$ cat src/include/ppcb_defs.vh
// constants and register map of the port pin control bank
`ifndef PPCB_DEFS_VH
`define PPCB_DEFS_VH

// ----------------------------------------
// window bases
// ----------------------------------------
`define PPCB_PORTL_BASE 24'h400C0B
`define PPCB_PORTM_BASE 24'h400C0C
`define PPCB_PORTN_BASE 24'h400C0D

// ----------------------------------------
// offsets inside a window
// ----------------------------------------
`define PPCB_OFS_DATA 8'h00
`define PPCB_OFS_OUTEN 8'h04
`define PPCB_OFS_FUNC1 8'h08
`define PPCB_OFS_FUNC2 8'h0C
`define PPCB_OFS_FUNC6 8'h1C
`define PPCB_OFS_ODRAIN 8'h28
`define PPCB_OFS_PULLUP 8'h2C
`define PPCB_OFS_PULLDN 8'h30
`define PPCB_OFS_INEN 8'h38

// ----------------------------------------
// field positions and reset value
// ----------------------------------------
`define PPCB_PORTL_CTS_BIT 3
`define PPCB_PORTN_F1_LSB 2
`define PPCB_PORTN_F2_LSB 4
`define PPCB_RESET_VAL 32'h00000000

`endif

$ cat src/ppcb_pin_bank.v
// pin control bank for ports M and N and the pad tail of port L
`timescale 1ns/1ps
`include "ppcb_defs.vh"

module ppcb_pin_bank #(
    parameter PM_PINS = 4,
    parameter PN_PINS = 6,
    parameter PL_PINS = 8
) (
    // clock and reset
    input wire clk,
    input wire rst_n,
    // register port
    input wire [31:0] regAddr,
    input wire [31:0] regWrData,
    input wire regWrite,
    input wire regRead,
    output reg [31:0] regRdData_q,
    // port M pads
    input wire [PM_PINS-1:0] portmPinIn,
    output wire [PM_PINS-1:0] portmPinOut,
    output wire [PM_PINS-1:0] portmPinOe,
    output reg [PM_PINS-1:0] portmPullUp_q,
    output reg [PM_PINS-1:0] portmPullDown_q,
    // port N pads
    input wire [PN_PINS-1:0] portnPinIn,
    output wire [PN_PINS-1:0] portnPinOut,
    output wire [PN_PINS-1:0] portnPinOe,
    output reg [PN_PINS-1:0] portnPullUp_q,
    output reg [PN_PINS-1:0] portnPullDown_q,
    // port L pad controls
    input wire portlPin3In,
    output reg [PL_PINS-1:0] portlOpenDrain_q,
    output reg [PL_PINS-1:0] portlPullUp_q,
    output reg [PL_PINS-1:0] portlPullDown_q,
    output reg [PL_PINS-1:0] portlInEnable_q,
    // ethernet media interface side
    input wire ethMgmtDataOut,
    input wire ethMgmtDataOe,
    output reg ethMgmtDataIn_q,
    input wire ethMgmtClockLine,
    output reg ethCollisionIn_q,
    input wire ethTransmitData2,
    input wire ethTransmitData3,
    input wire ethTransmitEnable,
    output reg ethTransmitClock_q,
    // encoder, converter, timer and serial side
    output reg encoderPhaseAIn_q,
    output reg encoderPhaseBIn_q,
    output reg encoderIndexIn_q,
    output reg converterBTriggerIn_q,
    output reg [1:0] timerCaptureIn_q,
    output reg serial2ClearToSend_q
);

    localparam NPINS = PM_PINS + PN_PINS;

    // ----------------------------------------
    // control registers
    // ----------------------------------------
    reg [PM_PINS-1:0] portm_pin_data_q;
    reg [PM_PINS-1:0] pmOutEn_q;
    reg [2:0] pmFunc1_q;
    reg [3:0] pmFunc2_q;
    reg [PM_PINS-1:0] pmOpenDrain_q;
    reg [PM_PINS-1:0] pmInEn_q;
    reg [PN_PINS-1:0] portn_pin_data_q;
    reg [PN_PINS-1:0] pnOutEn_q;
    reg [3:0] pnFunc1_q;
    reg [1:0] pnFunc2_q;
    reg [PN_PINS-1:0] pnOpenDrain_q;
    reg [PN_PINS-1:0] pnInEn_q;
    reg plFunc6_q;

    // ----------------------------------------
    // address decode
    // ----------------------------------------
    // the full address is compared, so no window aliases into another
    wire [7:0] ofs = regAddr[7:0];
    wire selM = (regAddr[31:8] == `PPCB_PORTM_BASE);
    wire selN = (regAddr[31:8] == `PPCB_PORTN_BASE);
    wire selL = (regAddr[31:8] == `PPCB_PORTL_BASE);
    wire wrM = regWrite & selM;
    wire wrN = regWrite & selN;
    wire wrL = regWrite & selL;

    // reserved offsets fall to the default item and unmapped windows skip the case, so a stray
    // access stores nothing and reads zero
    always @(posedge clk or negedge rst_n) begin
        if (!rst_n) begin
            portm_pin_data_q <= {PM_PINS{1'b0}};
            pmOutEn_q <= {PM_PINS{1'b0}};
            pmFunc1_q <= 3'h0;
            pmFunc2_q <= 4'h0;
            pmOpenDrain_q <= {PM_PINS{1'b0}};
            portmPullUp_q <= {PM_PINS{1'b0}};
            portmPullDown_q <= {PM_PINS{1'b0}};
            pmInEn_q <= {PM_PINS{1'b0}};
        end else if (wrM) begin
            case (ofs)
                `PPCB_OFS_DATA: portm_pin_data_q <= regWrData[PM_PINS-1:0];
                `PPCB_OFS_OUTEN: pmOutEn_q <= regWrData[PM_PINS-1:0];
                `PPCB_OFS_FUNC1: pmFunc1_q <= regWrData[2:0];
                `PPCB_OFS_FUNC2: pmFunc2_q <= regWrData[3:0];
                `PPCB_OFS_ODRAIN: pmOpenDrain_q <= regWrData[PM_PINS-1:0];
                `PPCB_OFS_PULLUP: portmPullUp_q <= regWrData[PM_PINS-1:0];
                `PPCB_OFS_PULLDN: portmPullDown_q <= regWrData[PM_PINS-1:0];
                `PPCB_OFS_INEN: pmInEn_q <= regWrData[PM_PINS-1:0];
                default: portm_pin_data_q <= portm_pin_data_q;
            endcase
        end
    end

    always @(posedge clk or negedge rst_n) begin
        if (!rst_n) begin
            portn_pin_data_q <= {PN_PINS{1'b0}};
            pnOutEn_q <= {PN_PINS{1'b0}};
            pnFunc1_q <= 4'h0;
            pnFunc2_q <= 2'h0;
            pnOpenDrain_q <= {PN_PINS{1'b0}};
            portnPullUp_q <= {PN_PINS{1'b0}};
            portnPullDown_q <= {PN_PINS{1'b0}};
            pnInEn_q <= {PN_PINS{1'b0}};
        end else if (wrN) begin
            case (ofs)
                `PPCB_OFS_DATA: portn_pin_data_q <= regWrData[PN_PINS-1:0];
                `PPCB_OFS_OUTEN: pnOutEn_q <= regWrData[PN_PINS-1:0];
                `PPCB_OFS_FUNC1: pnFunc1_q <= regWrData[5:2];
                `PPCB_OFS_FUNC2: pnFunc2_q <= regWrData[5:4];
                `PPCB_OFS_ODRAIN: pnOpenDrain_q <= regWrData[PN_PINS-1:0];
                `PPCB_OFS_PULLUP: portnPullUp_q <= regWrData[PN_PINS-1:0];
                `PPCB_OFS_PULLDN: portnPullDown_q <= regWrData[PN_PINS-1:0];
                `PPCB_OFS_INEN: pnInEn_q <= regWrData[PN_PINS-1:0];
                default: portn_pin_data_q <= portn_pin_data_q;
            endcase
        end
    end

    always @(posedge clk or negedge rst_n) begin
        if (!rst_n) begin
            plFunc6_q <= 1'b0;
            portlOpenDrain_q <= {PL_PINS{1'b0}};
            portlPullUp_q <= {PL_PINS{1'b0}};
            portlPullDown_q <= {PL_PINS{1'b0}};
            portlInEnable_q <= {PL_PINS{1'b0}};
        end else if (wrL) begin
            case (ofs)
                `PPCB_OFS_FUNC6: plFunc6_q <= regWrData[`PPCB_PORTL_CTS_BIT];
                `PPCB_OFS_ODRAIN: portlOpenDrain_q <= regWrData[PL_PINS-1:0];
                `PPCB_OFS_PULLUP: portlPullUp_q <= regWrData[PL_PINS-1:0];
                `PPCB_OFS_PULLDN: portlPullDown_q <= regWrData[PL_PINS-1:0];
                `PPCB_OFS_INEN: portlInEnable_q <= regWrData[PL_PINS-1:0];
                default: plFunc6_q <= plFunc6_q;
            endcase
        end
    end

    // ----------------------------------------
    // combined pin view, port M in the low bits
    // ----------------------------------------
    wire [NPINS-1:0] allData = {portn_pin_data_q, portm_pin_data_q};
    wire [NPINS-1:0] allOutEn = {pnOutEn_q, pmOutEn_q};
    wire [NPINS-1:0] allOpenDrain = {pnOpenDrain_q, pmOpenDrain_q};
    wire [NPINS-1:0] allInEn = {pnInEn_q, pmInEn_q};
    wire [NPINS-1:0] allPinIn = {portnPinIn, portmPinIn};

    // only output functions take over the pin level; input functions leave
    // the data register on the driver, so a stray output enable drives that latch onto the input pin
    wire [NPINS-1:0] altSel = {1'b0, pnFunc1_q[2:0], 2'b00, 2'b00,
        pmFunc1_q[1:0]};
    wire [NPINS-1:0] altVal = {1'b0, ethTransmitEnable, ethTransmitData3,
        ethTransmitData2, 2'b00, 2'b00, ethMgmtClockLine, ethMgmtDataOut};
    // the management data line is turned round by the media interface
    wire [NPINS-1:0] altOeOk = {{(NPINS-1){1'b1}}, ~pmFunc1_q[0] | ethMgmtDataOe};

    wire [NPINS-1:0] pinSeen;
    reg [NPINS-1:0] syncA_q;
    reg [NPINS-1:0] syncB_q;
    reg [NPINS-1:0] padOut_q;
    reg [NPINS-1:0] padOe_q;

    // ----------------------------------------
    // per-pin pad logic
    // ----------------------------------------
    genvar i;
    generate
        for (i = 0; i < NPINS; i = i + 1) begin : gPin
            wire level = altSel[i] ? altVal[i] : allData[i];
            wire drive = allOutEn[i] & altOeOk[i];
            always @(posedge clk or negedge rst_n) begin
                if (!rst_n) begin
                    syncA_q[i] <= 1'b0;
                    syncB_q[i] <= 1'b0;
                    padOut_q[i] <= 1'b0;
                    padOe_q[i] <= 1'b0;
                end else begin
                    syncA_q[i] <= allPinIn[i];
                    syncB_q[i] <= syncA_q[i];
                    // open-drain drives only a low, releases for a high
                    padOut_q[i] <= allOpenDrain[i] ? 1'b0 : level;
                    padOe_q[i] <= drive & (allOpenDrain[i] ? ~level : 1'b1);
                end
            end
            assign pinSeen[i] = allInEn[i] & syncB_q[i];
        end
    endgenerate

    assign portmPinOut = padOut_q[PM_PINS-1:0];
    assign portmPinOe = padOe_q[PM_PINS-1:0];
    assign portnPinOut = padOut_q[NPINS-1:PM_PINS];
    assign portnPinOe = padOe_q[NPINS-1:PM_PINS];

    // ----------------------------------------
    // port L pin 3 synchroniser
    // ----------------------------------------
    reg plSyncA_q;
    reg plSyncB_q;
    always @(posedge clk or negedge rst_n) begin
        if (!rst_n) begin
            plSyncA_q <= 1'b0;
            plSyncB_q <= 1'b0;
        end else begin
            plSyncA_q <= portlPin3In;
            plSyncB_q <= plSyncA_q;
        end
    end

    // ----------------------------------------
    // peripheral inputs
    // ----------------------------------------
    // a blocked input path hands the peripheral a steady low
    always @(posedge clk or negedge rst_n) begin
        if (!rst_n) begin
            ethMgmtDataIn_q <= 1'b0;
            ethCollisionIn_q <= 1'b0;
            encoderPhaseAIn_q <= 1'b0;
            encoderPhaseBIn_q <= 1'b0;
            encoderIndexIn_q <= 1'b0;
            converterBTriggerIn_q <= 1'b0;
            ethTransmitClock_q <= 1'b0;
            timerCaptureIn_q <= 2'h0;
            serial2ClearToSend_q <= 1'b0;
        end else begin
            ethMgmtDataIn_q <= pmFunc1_q[0] & pinSeen[0];
            ethCollisionIn_q <= pmFunc1_q[2] & pinSeen[2];
            encoderPhaseAIn_q <= pmFunc2_q[0] & pinSeen[0];
            encoderPhaseBIn_q <= pmFunc2_q[1] & pinSeen[1];
            encoderIndexIn_q <= pmFunc2_q[2] & pinSeen[2];
            converterBTriggerIn_q <= pmFunc2_q[3] & pinSeen[3];
            ethTransmitClock_q <= pnFunc1_q[3] & pinSeen[PM_PINS+5];
            timerCaptureIn_q <= pnFunc2_q & pinSeen[PM_PINS+5:PM_PINS+4];
            serial2ClearToSend_q <= plFunc6_q & portlInEnable_q[`PPCB_PORTL_CTS_BIT]
                & plSyncB_q;
        end
    end

    // ----------------------------------------
    // read path
    // ----------------------------------------
    // data reads return the latch on driven pins, else the gated pin level
    wire [PM_PINS-1:0] pmDataRd = (pmOutEn_q & portm_pin_data_q)
        | (~pmOutEn_q & pinSeen[PM_PINS-1:0]);
    wire [PN_PINS-1:0] pnDataRd = (pnOutEn_q & portn_pin_data_q)
        | (~pnOutEn_q & pinSeen[NPINS-1:PM_PINS]);
    reg [31:0] rdMux;

    always @* begin
        rdMux = `PPCB_RESET_VAL;
        if (selM) begin
            case (ofs)
                `PPCB_OFS_DATA: rdMux[PM_PINS-1:0] = pmDataRd;
                `PPCB_OFS_OUTEN: rdMux[PM_PINS-1:0] = pmOutEn_q;
                `PPCB_OFS_FUNC1: rdMux[2:0] = pmFunc1_q;
                `PPCB_OFS_FUNC2: rdMux[3:0] = pmFunc2_q;
                `PPCB_OFS_ODRAIN: rdMux[PM_PINS-1:0] = pmOpenDrain_q;
                `PPCB_OFS_PULLUP: rdMux[PM_PINS-1:0] = portmPullUp_q;
                `PPCB_OFS_PULLDN: rdMux[PM_PINS-1:0] = portmPullDown_q;
                `PPCB_OFS_INEN: rdMux[PM_PINS-1:0] = pmInEn_q;
                default: rdMux = `PPCB_RESET_VAL;
            endcase
        end else if (selN) begin
            case (ofs)
                `PPCB_OFS_DATA: rdMux[PN_PINS-1:0] = pnDataRd;
                `PPCB_OFS_OUTEN: rdMux[PN_PINS-1:0] = pnOutEn_q;
                `PPCB_OFS_FUNC1: rdMux[5:2] = pnFunc1_q;
                `PPCB_OFS_FUNC2: rdMux[5:4] = pnFunc2_q;
                `PPCB_OFS_ODRAIN: rdMux[PN_PINS-1:0] = pnOpenDrain_q;
                `PPCB_OFS_PULLUP: rdMux[PN_PINS-1:0] = portnPullUp_q;
                `PPCB_OFS_PULLDN: rdMux[PN_PINS-1:0] = portnPullDown_q;
                `PPCB_OFS_INEN: rdMux[PN_PINS-1:0] = pnInEn_q;
                default: rdMux = `PPCB_RESET_VAL;
            endcase
        end else if (selL) begin
            case (ofs)
                `PPCB_OFS_FUNC6: rdMux[`PPCB_PORTL_CTS_BIT] = plFunc6_q;
                `PPCB_OFS_ODRAIN: rdMux[PL_PINS-1:0] = portlOpenDrain_q;
                `PPCB_OFS_PULLUP: rdMux[PL_PINS-1:0] = portlPullUp_q;
                `PPCB_OFS_PULLDN: rdMux[PL_PINS-1:0] = portlPullDown_q;
                `PPCB_OFS_INEN: rdMux[PL_PINS-1:0] = portlInEnable_q;
                default: rdMux = `PPCB_RESET_VAL;
            endcase
        end
    end

    // read data stands only in the cycle after the strobe
    always @(posedge clk or negedge rst_n) begin
        if (!rst_n) begin
            regRdData_q <= `PPCB_RESET_VAL;
        end else if (regRead) begin
            regRdData_q <= rdMux;
        end else begin
            regRdData_q <= `PPCB_RESET_VAL;
        end
    end

endmodule // ppcb_pin_bank

$ cat config.mk
export PLATFORM = sky130hd
export DESIGN_NAME = ppcb_pin_bank
export DESIGN_NICKNAME = d
export VERILOG_FILES = /design/src/ppcb_pin_bank.v
export VERILOG_INCLUDE_DIRS = /design/src /design/src/include
export SDC_FILE = /design/constraint.sdc
export NUM_CORES = 1
export LEC_CHECK = 0
export BUFFER_PORTS_ARGS = -buffer_cell sky130_fd_sc_hd__buf_2
export CORE_ASPECT_RATIO = 0.9
export CORE_MARGIN = 4
export CORE_UTILIZATION = 57
export DETAILED_ROUTE_END_ITERATION = 16
export GPL_ROUTABILITY_DRIVEN = 0
export HOLD_SLACK_MARGIN = 0.03
export PLACE_DENSITY_LB_ADDON = 0.15
export REMOVE_ABC_BUFFERS = 1
export SYNTH_ARGS = -nofsm -noshare
export SYNTH_HDL_FRONTEND = slang
export SYNTH_SLANG_ARGS = --single-unit
$ cat constraint.sdc
create_clock -name clk -period 3.78 [get_ports clk]
set_input_delay 0 -clock clk [delete_from_list [all_inputs] [get_ports clk]]
set_output_delay 0 -clock clk [all_outputs]
set_load 0.02 [all_outputs]
==> results.txt, run 1 <==
Outcome - completed
Least-Margin Pin Slew - 0.9784 ns
R2r setup slk - 1.96 ns
Multi-input gate area - 0.003105 mm^2
Ys flop type - dfrtp_1
Num rows - 39
Syn avg cell area - 12.39 um^2
Cells after Synth - 605
Reg-to-Reg Start - pnOutEn_q[2]$_DFFE_PN0P_
Pre-CTS setup slack - 1.375 ns
GRT Residual Overflow - 0
DPL Wire Length - 14.45 mm
Post-Synthesis Cell Area - 0.007493 mm^2
FF+latch area - 0.004154 mm^2
Hold Vio Cnt, Final - 0
Chip Height - 116.8 um
Die area - 0.01505 mm^2
DR vias/cell - 5.992
Final Instance Count excl. Fillers - 956
Worst path required time - 4.09 ns
Yosys top cell area share - 55.43%
Final worst path period need - 2.427 ns
Die outline width - 128.9 um
Critical Path Slowest Stage Cell - nor4_1
Post-synthesis sequential area ratio - 55.43%
Remaining antenna violation count - 0
Crit Path Max Fanout - 11
Yosys top cell by area - dfrtp_1
Max-Cap Viols - 0
Yosys warns - 0
Clock skew - 0.006573 ns
Max-slew violation count - 0
Fillers - 923
Global-route wire length before repair - 32.22 mm
Dominant cells by area after synthesis - dfrtp_1, mux2_2, buf_4
Crit path capture type - flop
Detailed Route Iter0 Violations - 614
Post-route core utilization - 71.88%
Synth-to-Final Area Change - 22.64%
Final #Nets - 864
Count of clock tree sinks - 166
Layout cells sized above 1 - 39.32%
Yosys cell types - 59
Final WS setup - 1.353 ns
Worst path buffer plus inverter count - 3
LEAKAGE - 0.004663 uW
# IOs - 199
Starting Density - 58.61%
Drt wl/cell - 21.49 um
CTS tree - yes
Worst hold path class - input port to flop
Clock transition at path regs - 0.06 ns
Final Cycle Share - 64.21%
Crit path DAT - 2.74 ns
CTS Buffer Depth - 2
Total GRT Usage - 28.28%
Port buffer count - 150
Largest net degree at the start of global routing - 111
Crit path cell chain - dlygate4sd3_1, buf_2, nor4_1, buf_4, and3_1, nand2_1, mux2_2
H-tree levels - 4
Total negative setup slack - 0 ns
Root buf cell - clkbuf_16
Worst skew pair latency - 0.43 ns
Placed cell count - 899
FF+latch count, synth - 166
Pwr dens - 414.8 mW/mm^2
Pwr Total - 3812 uW
CP delay by family, top - simple AND/OR/NAND/NOR gates
Most frequent cell after synthesis - dfrtp_1
Initial antenna violation count - 1
Pre-antenna DRT Iters - 5
Max IR drop VDD - 360.8 uV
Core area - 0.01278 mm^2
Maximum clock rate - 412.0 MHz
Number of global-route vias before repair - 5963
Setup violators final - 0
CTS Buf Count - 17
# DRC - 0
Most instantiated cells after synthesis - dfrtp_1, mux2_2, nand2_1
Worst Min Path Start - regAddr[6]
Number of synthesized flops with an enable pin - 0
CP Launch Type - input port
Routed WL - 20.55 mm
Critical path's largest stage delay - 0.85 ns
Relative slew slack - 34.27%
WS Path Type - input port to flop
Crit path launch - regAddr[5]
Vias - 5728
RSZ-0062 raised after global routing - no
Asr flop ratio synth - 100.0%
## cells in the final DEF, fill, tap and decap left out, types with 5 or more instances in the layout
cell,instances
clkbuf_16,17
mux2_2,111
buf_2,149
a22oi_1,15
nand3_1,12
nor2_1,19
nand2_1,43
inv_1,9
nor4_1,8
and2_1,6
dlygate4sd3_1,25
mux2i_1,14
and3_1,11
nor3_1,5
a21oi_1,15
nor4bb_1,5
buf_4,8
nor2b_1,11
conb_1,24
dfrtp_1,166
nand4_1,7
o21ai_0,8
a21boi_0,6
o211ai_1,5
## flip-flops by register name, summed over array words and instances (netlist names), 6 cells and up
name and flops:
pnInEn_q 6, pnOutEn_q 6, regRdData_q 8, pnOpenDrain_q 6, portnPinOut 6, portlPullDown_q 8, portlInEnable_q 8, syncB_q 10
syncA_q 10, portlPullUp_q 8, portlOpenDrain_q 8, portn_pin_data_q 6, portnPullDown_q 6, portnPullUp_q 6, portnPinOe 6
## what timing repair did
item                      in CTS  in global routing
hold endpoints to repair     166                  0
hold buffers                  25                  0
gates resized for setup        0                  0
setup buffers                  0                  0
## power by group
group	leakage [uW]	internal, uW	switching, uW	total (uW)
logic	0.00210	60.0	137	197
clock network	0.000297	1120	698	1820
registers	0.00227	1790	4.91	1790
total	0.00466	2970	841	3810
## cell families after synthesis
| group | after synthesis | synth area share [%] |
|---|---|---|
| other cells | 1 | 0.05004 |
| buf+inv | 60 | 4.274 |
| mux | 129 | 19.15 |
| compound gates | 90 | 8.566 |
| simple gates | 159 | 12.52 |
| flops | 166 | 55.43 |
## metrics by stage
| stage | area [um^2] | hold WS (ns) |
|---|---|---|
| after floorplan | 7293 | -0.2956 |
| after global placement | 8315 | 0.1076 |
| after detailed placement | 8315 | 0.1097 |
| after CTS | 9188 | 0.03793 |
| after global routing | 9190 | 0.09223 |
| final | 9190 | 0.07666 |
## path summary, 6_finish.rpt
path	to	cells past startpoint
hold / removal	regRdData_q[2]$_DFF_PN0_	4
max in group asynchronous	portmPullUp_q[1]$_DFFE_PN0P_	3
hold reg to reg	syncB_q[9]$_DFF_PN0_	0
setup reg to reg	regRdData_q[2]$_DFF_PN0_	5
setup / recovery	pnOutEn_q[1]$_DFFE_PN0P_	7
min in group asynchronous	portnPinOe[2]$_DFF_PN0_	2
## layer usage
metal  share of wire (%)  global-route usage (%)  routed length, um  up-vias
li1                    -                       -                  -     2527
met1                  41                   38.14               8480     2851
met2                  48                   44.54               9813      299
met3                 8.3                   7.214               1706       51
met4                 2.7                   11.13                546        0
met5                   0                       0                  0        -
## worst reg2reg max path: stages, from the launching register on
cell	delay, ns
dfrtp_1	0.42
or4bb_1	0.48
a21o_1	0.19
a21oi_1	0.18
o211ai_1	0.13
a32oi_1	0.32
## layout make-up
class	instances	area share, %
inverters	9	0.3676
clock inverters	11	1.906
well taps	164	2.233
flip-flops and latches	166	45.20
clock buffers	20	4.860
diodes	1	0.02723
repair buffers	183	11.61
multi-input cells	402	33.79
Note: power is estimated with default switching activity, not from simulation.
==> inputs of run 2 (changes only) <==
--- a/config.mk
+++ b/config.mk
@@ -9,7 +9,7 @@
 export BUFFER_PORTS_ARGS = -buffer_cell sky130_fd_sc_hd__buf_2
 export CORE_ASPECT_RATIO = 0.9
 export CORE_MARGIN = 4
-export CORE_UTILIZATION = 57
+export CORE_UTILIZATION = 53
 export DETAILED_ROUTE_END_ITERATION = 16
 export GPL_ROUTABILITY_DRIVEN = 0
 export HOLD_SLACK_MARGIN = 0.03
==> constraint.sdc (replaced) <==
create_clock -name clk -period 2.3 [get_ports clk]
set_input_delay 0 -clock clk [delete_from_list [all_inputs] [get_ports clk]]
set_output_delay 0 -clock clk [all_outputs]
set_load 0.02 [all_outputs]
==> results.txt, run 2 (synthesis gave the netlist of run 1 again) <==
# IOs - 199 (unchanged)
Top Registers - syncA_q x10, syncB_q x10
Final #Nets - 883 (+2.2%)
Remaining antenna violation count - 0 (unchanged)
Die outline width - 133.3 um (+3.5%)
Top routing layer in use - met4
Clk network pwr share - 45.8% (-2.0 points)
Crit path DAT - 2.36 ns (-0.38 ns)
Setup Fix Bufs, Post-CTS - 0 (unchanged)
Met2 Routed Length - 9.738 mm (-0.76%)
Clock transition at path regs - 0.07 ns (about the same)
Max-Cap Viols - 0 (unchanged)
Num rows - 40 (+2.6%)
Gate power share - 5.6% (+0.4 points)
Global-route wire length before repair - 31.95 mm (-0.84%)
Max IR drop VDD - 819.5 uV (+130%)
Outcome - completed
Max-slew violation count - 0 (unchanged)
R2r setup slk - 0.48 ns (-1.48 ns)
Most common cell after layout, fill and taps aside - dfrtp_1
Worst hold path class - input port to flop
CP Capture Point - portlPullDown_q[4]$_DFFE_PN0P_
Sw Share - 23.54% (+1.5 points)
Layout cells sized above 1 - 41.18% (+1.9 points)
Worst r2r dst - regRdData_q[2]$_DFF_PN0_
Crit path launch - regAddr[5]
Crit Path Max Fanout - 11 (unchanged)
Synth-to-Final Area Change - 24.90%
GRT Residual Overflow - 0 (unchanged)
Starting Density - 55.05% (-3.6 points)
Hold Vio Cnt, Final - 0 (unchanged)
LEAKAGE - 0.004752 uW (+1.9%)
Most frequent cells in the layout - dfrtp_1, buf_2, mux2_2, nand2_1
Critical Path Slowest Stage Cell - dlygate4sd3_1
Pwr dens - 648.4 mW/mm^2 (+56%)
Routed WL - 20.48 mm (-0.32%)
DR vias/cell - 5.727 (-4.4%)
Seq pwr share - 48.6% (+1.6 points)
Worst path buffer plus inverter count - 2 (-1)
Crit path cell chain - dlygate4sd3_1, buf_2, nor4bb_2, and2_0, nand2_1, mux2_2
Worst skew pair latency - 0.44 ns (about the same)
Root buf cell - clkbuf_16
Maximum clock rate - 489.9 MHz
Met3 routed WL - 1.667 mm (-2.3%)
R2R depth - 5 (unchanged)
Setup violators final - 0 (unchanged)
Critical path's largest stage delay - 0.54 ns (-0.31 ns)
Detailed Route Iter0 Violations - 416 (-32%)
Crit path depth - 6 (-1)
Chip Height - 120.8 um (+3.5%)
Worst Min Path Start - regAddr[6]
Number of global-route vias before repair - 5933 (-0.50%)
CP Launch Type - input port
Worst path required time - 2.62 ns (-1.47 ns)
Initial antenna violation count - 1 (unchanged)
Reg-to-Reg Start - pnOutEn_q[2]$_DFFE_PN0P_
CTS tree - yes
Core area - 0.01361 mm^2 (+6.5%)
Largest net degree at the start of global routing - 64 (-42%)
Least-Margin Pin Slew - 0.6440 ns (-0.3344 ns)
RSZ-0062 raised after global routing - no
WL met1 - 8.578 mm (+1.2%)
Drt wl/cell - 20.46 um (-4.8%)
CTS Buffer Depth - 2 (unchanged)
# DRC - 0 (unchanged)
Port buffer count - 150 (unchanged)
Die area - 0.01611 mm^2 (+7.0%)
Relative slew slack - 56.73% (+22 points)
Crit path capture type - flop
H-tree levels - 4 (unchanged)
CTS Buf Count - 17 (unchanged)
Internal power - 4640 uW (+56%)
Final Cycle Share - 88.75%
Clock skew - 0.01081 ns (+0.004239 ns)
Switch Pwr - 1429 uW (+70%)
DPL Wire Length - 14.98 mm (+3.7%)
WS Path Type - input port to flop
Final worst path period need - 2.041 ns
Post-layout instance area - 0.009359 mm^2 (+1.8%)
Vias - 5733 (+0.087%)
Count of clock tree sinks - 166 (unchanged)
Total negative setup slack - 0 ns (unchanged)
Pre-antenna DRT Iters - 6 (+1)
Total GRT Usage - 25.98% (-2.3 points)
Placed Area - 0.008514 mm^2 (+2.4%)
CP delay by family, top - simple AND/OR/NAND/NOR gates
-- run 2: metrics by stage --
| step | utilization [%] | setup WS (ns) | hold WS [ns] | power (uW) | instances |
|---|---|---|---|---|---|
| 6_report | 68.75 | 0.2588 | 0.07249 | 6068 | 1001 |
| 5_1_grt | 68.75 | 0.1370 | 0.07887 | 6288 | 1001 |
| 4_1_cts | 68.69 | 0.1704 | 0.03060 | 6105 | 1000 |
| 3_5_place_dp | 62.55 | 0.2099 | 0.02560 | 3304 | 943 |
| 3_3_place_gp | 62.55 | 0.2637 | 0.01568 | 3297 | 943 |
| 2_1_floorplan | - | 0.5446 | -0.2956 | 3087 | 577 |
-- run 2: what timing repair did --
item / CTS / global route
setup endpoints to repair: 0 / 8
hold buffers: 25 / 0
hold endpoints to repair: 188 / 0
gates resized for setup: 0 / 1
-- run 2: worst min path at each step --
stage	endpoint	slack, ns	depth (start not counted)
4_1_cts	regRdData_q[2]$_DFF_PN0_	0.03	4
6_report	regRdData_q[2]$_DFF_PN0_	0.07	4
3_5_place_dp	portnPinOe[3]$_DFF_PN0_	0.03	1
3_3_place_gp	portnPinOe[3]$_DFF_PN0_	0.02	1
2_1_floorplan	converterBTriggerIn_q$_DFF_PN0_	-0.30	0
5_1_grt	regRdData_q[2]$_DFF_PN0_	0.08	4
-- run 2: final cells by class --
class / count / area [um^2]
antenna: 1 / 2.502
clock buffer: 20 / 466.7
clock inverter: 12 / 118.9
fill: 1046 / 4254
inverter: 9 / 33.78
multi-input combinational: 402 / 3112
sequential: 166 / 4154
tap: 189 / 236.5
timing repair buffer: 202 / 1235
-- run 2: worst register-to-register path, stage by stage (launching register included) --
cell and delay (ns):
dfrtp_1 0.41, or4bb_1 0.50, a21o_1 0.19, a21oi_1 0.17
o211ai_1 0.14, a32oi_1 0.29
-- run 2: power by group through the flow --
stage / Combinational, uW / Sequential, uW / Clock, uW
3_5_place_dp: 304 / 3000 / 0
2_1_floorplan: 88.6 / 3000 / 0
3_3_place_gp: 296 / 3000 / 0
5_1_grt: 372 / 2950 / 2970
6_report: 339 / 2950 / 2780
4_1_cts: 336 / 2950 / 2820
-- run 2: metal layers --
metal / GRT usage, % / vias to the layer above
li1: - / 2559
met1: 34.41 / 2860
met2: 41.12 / 271
met3: 7.321 / 43
met4: 9.640 / 0
met5: 0 / -
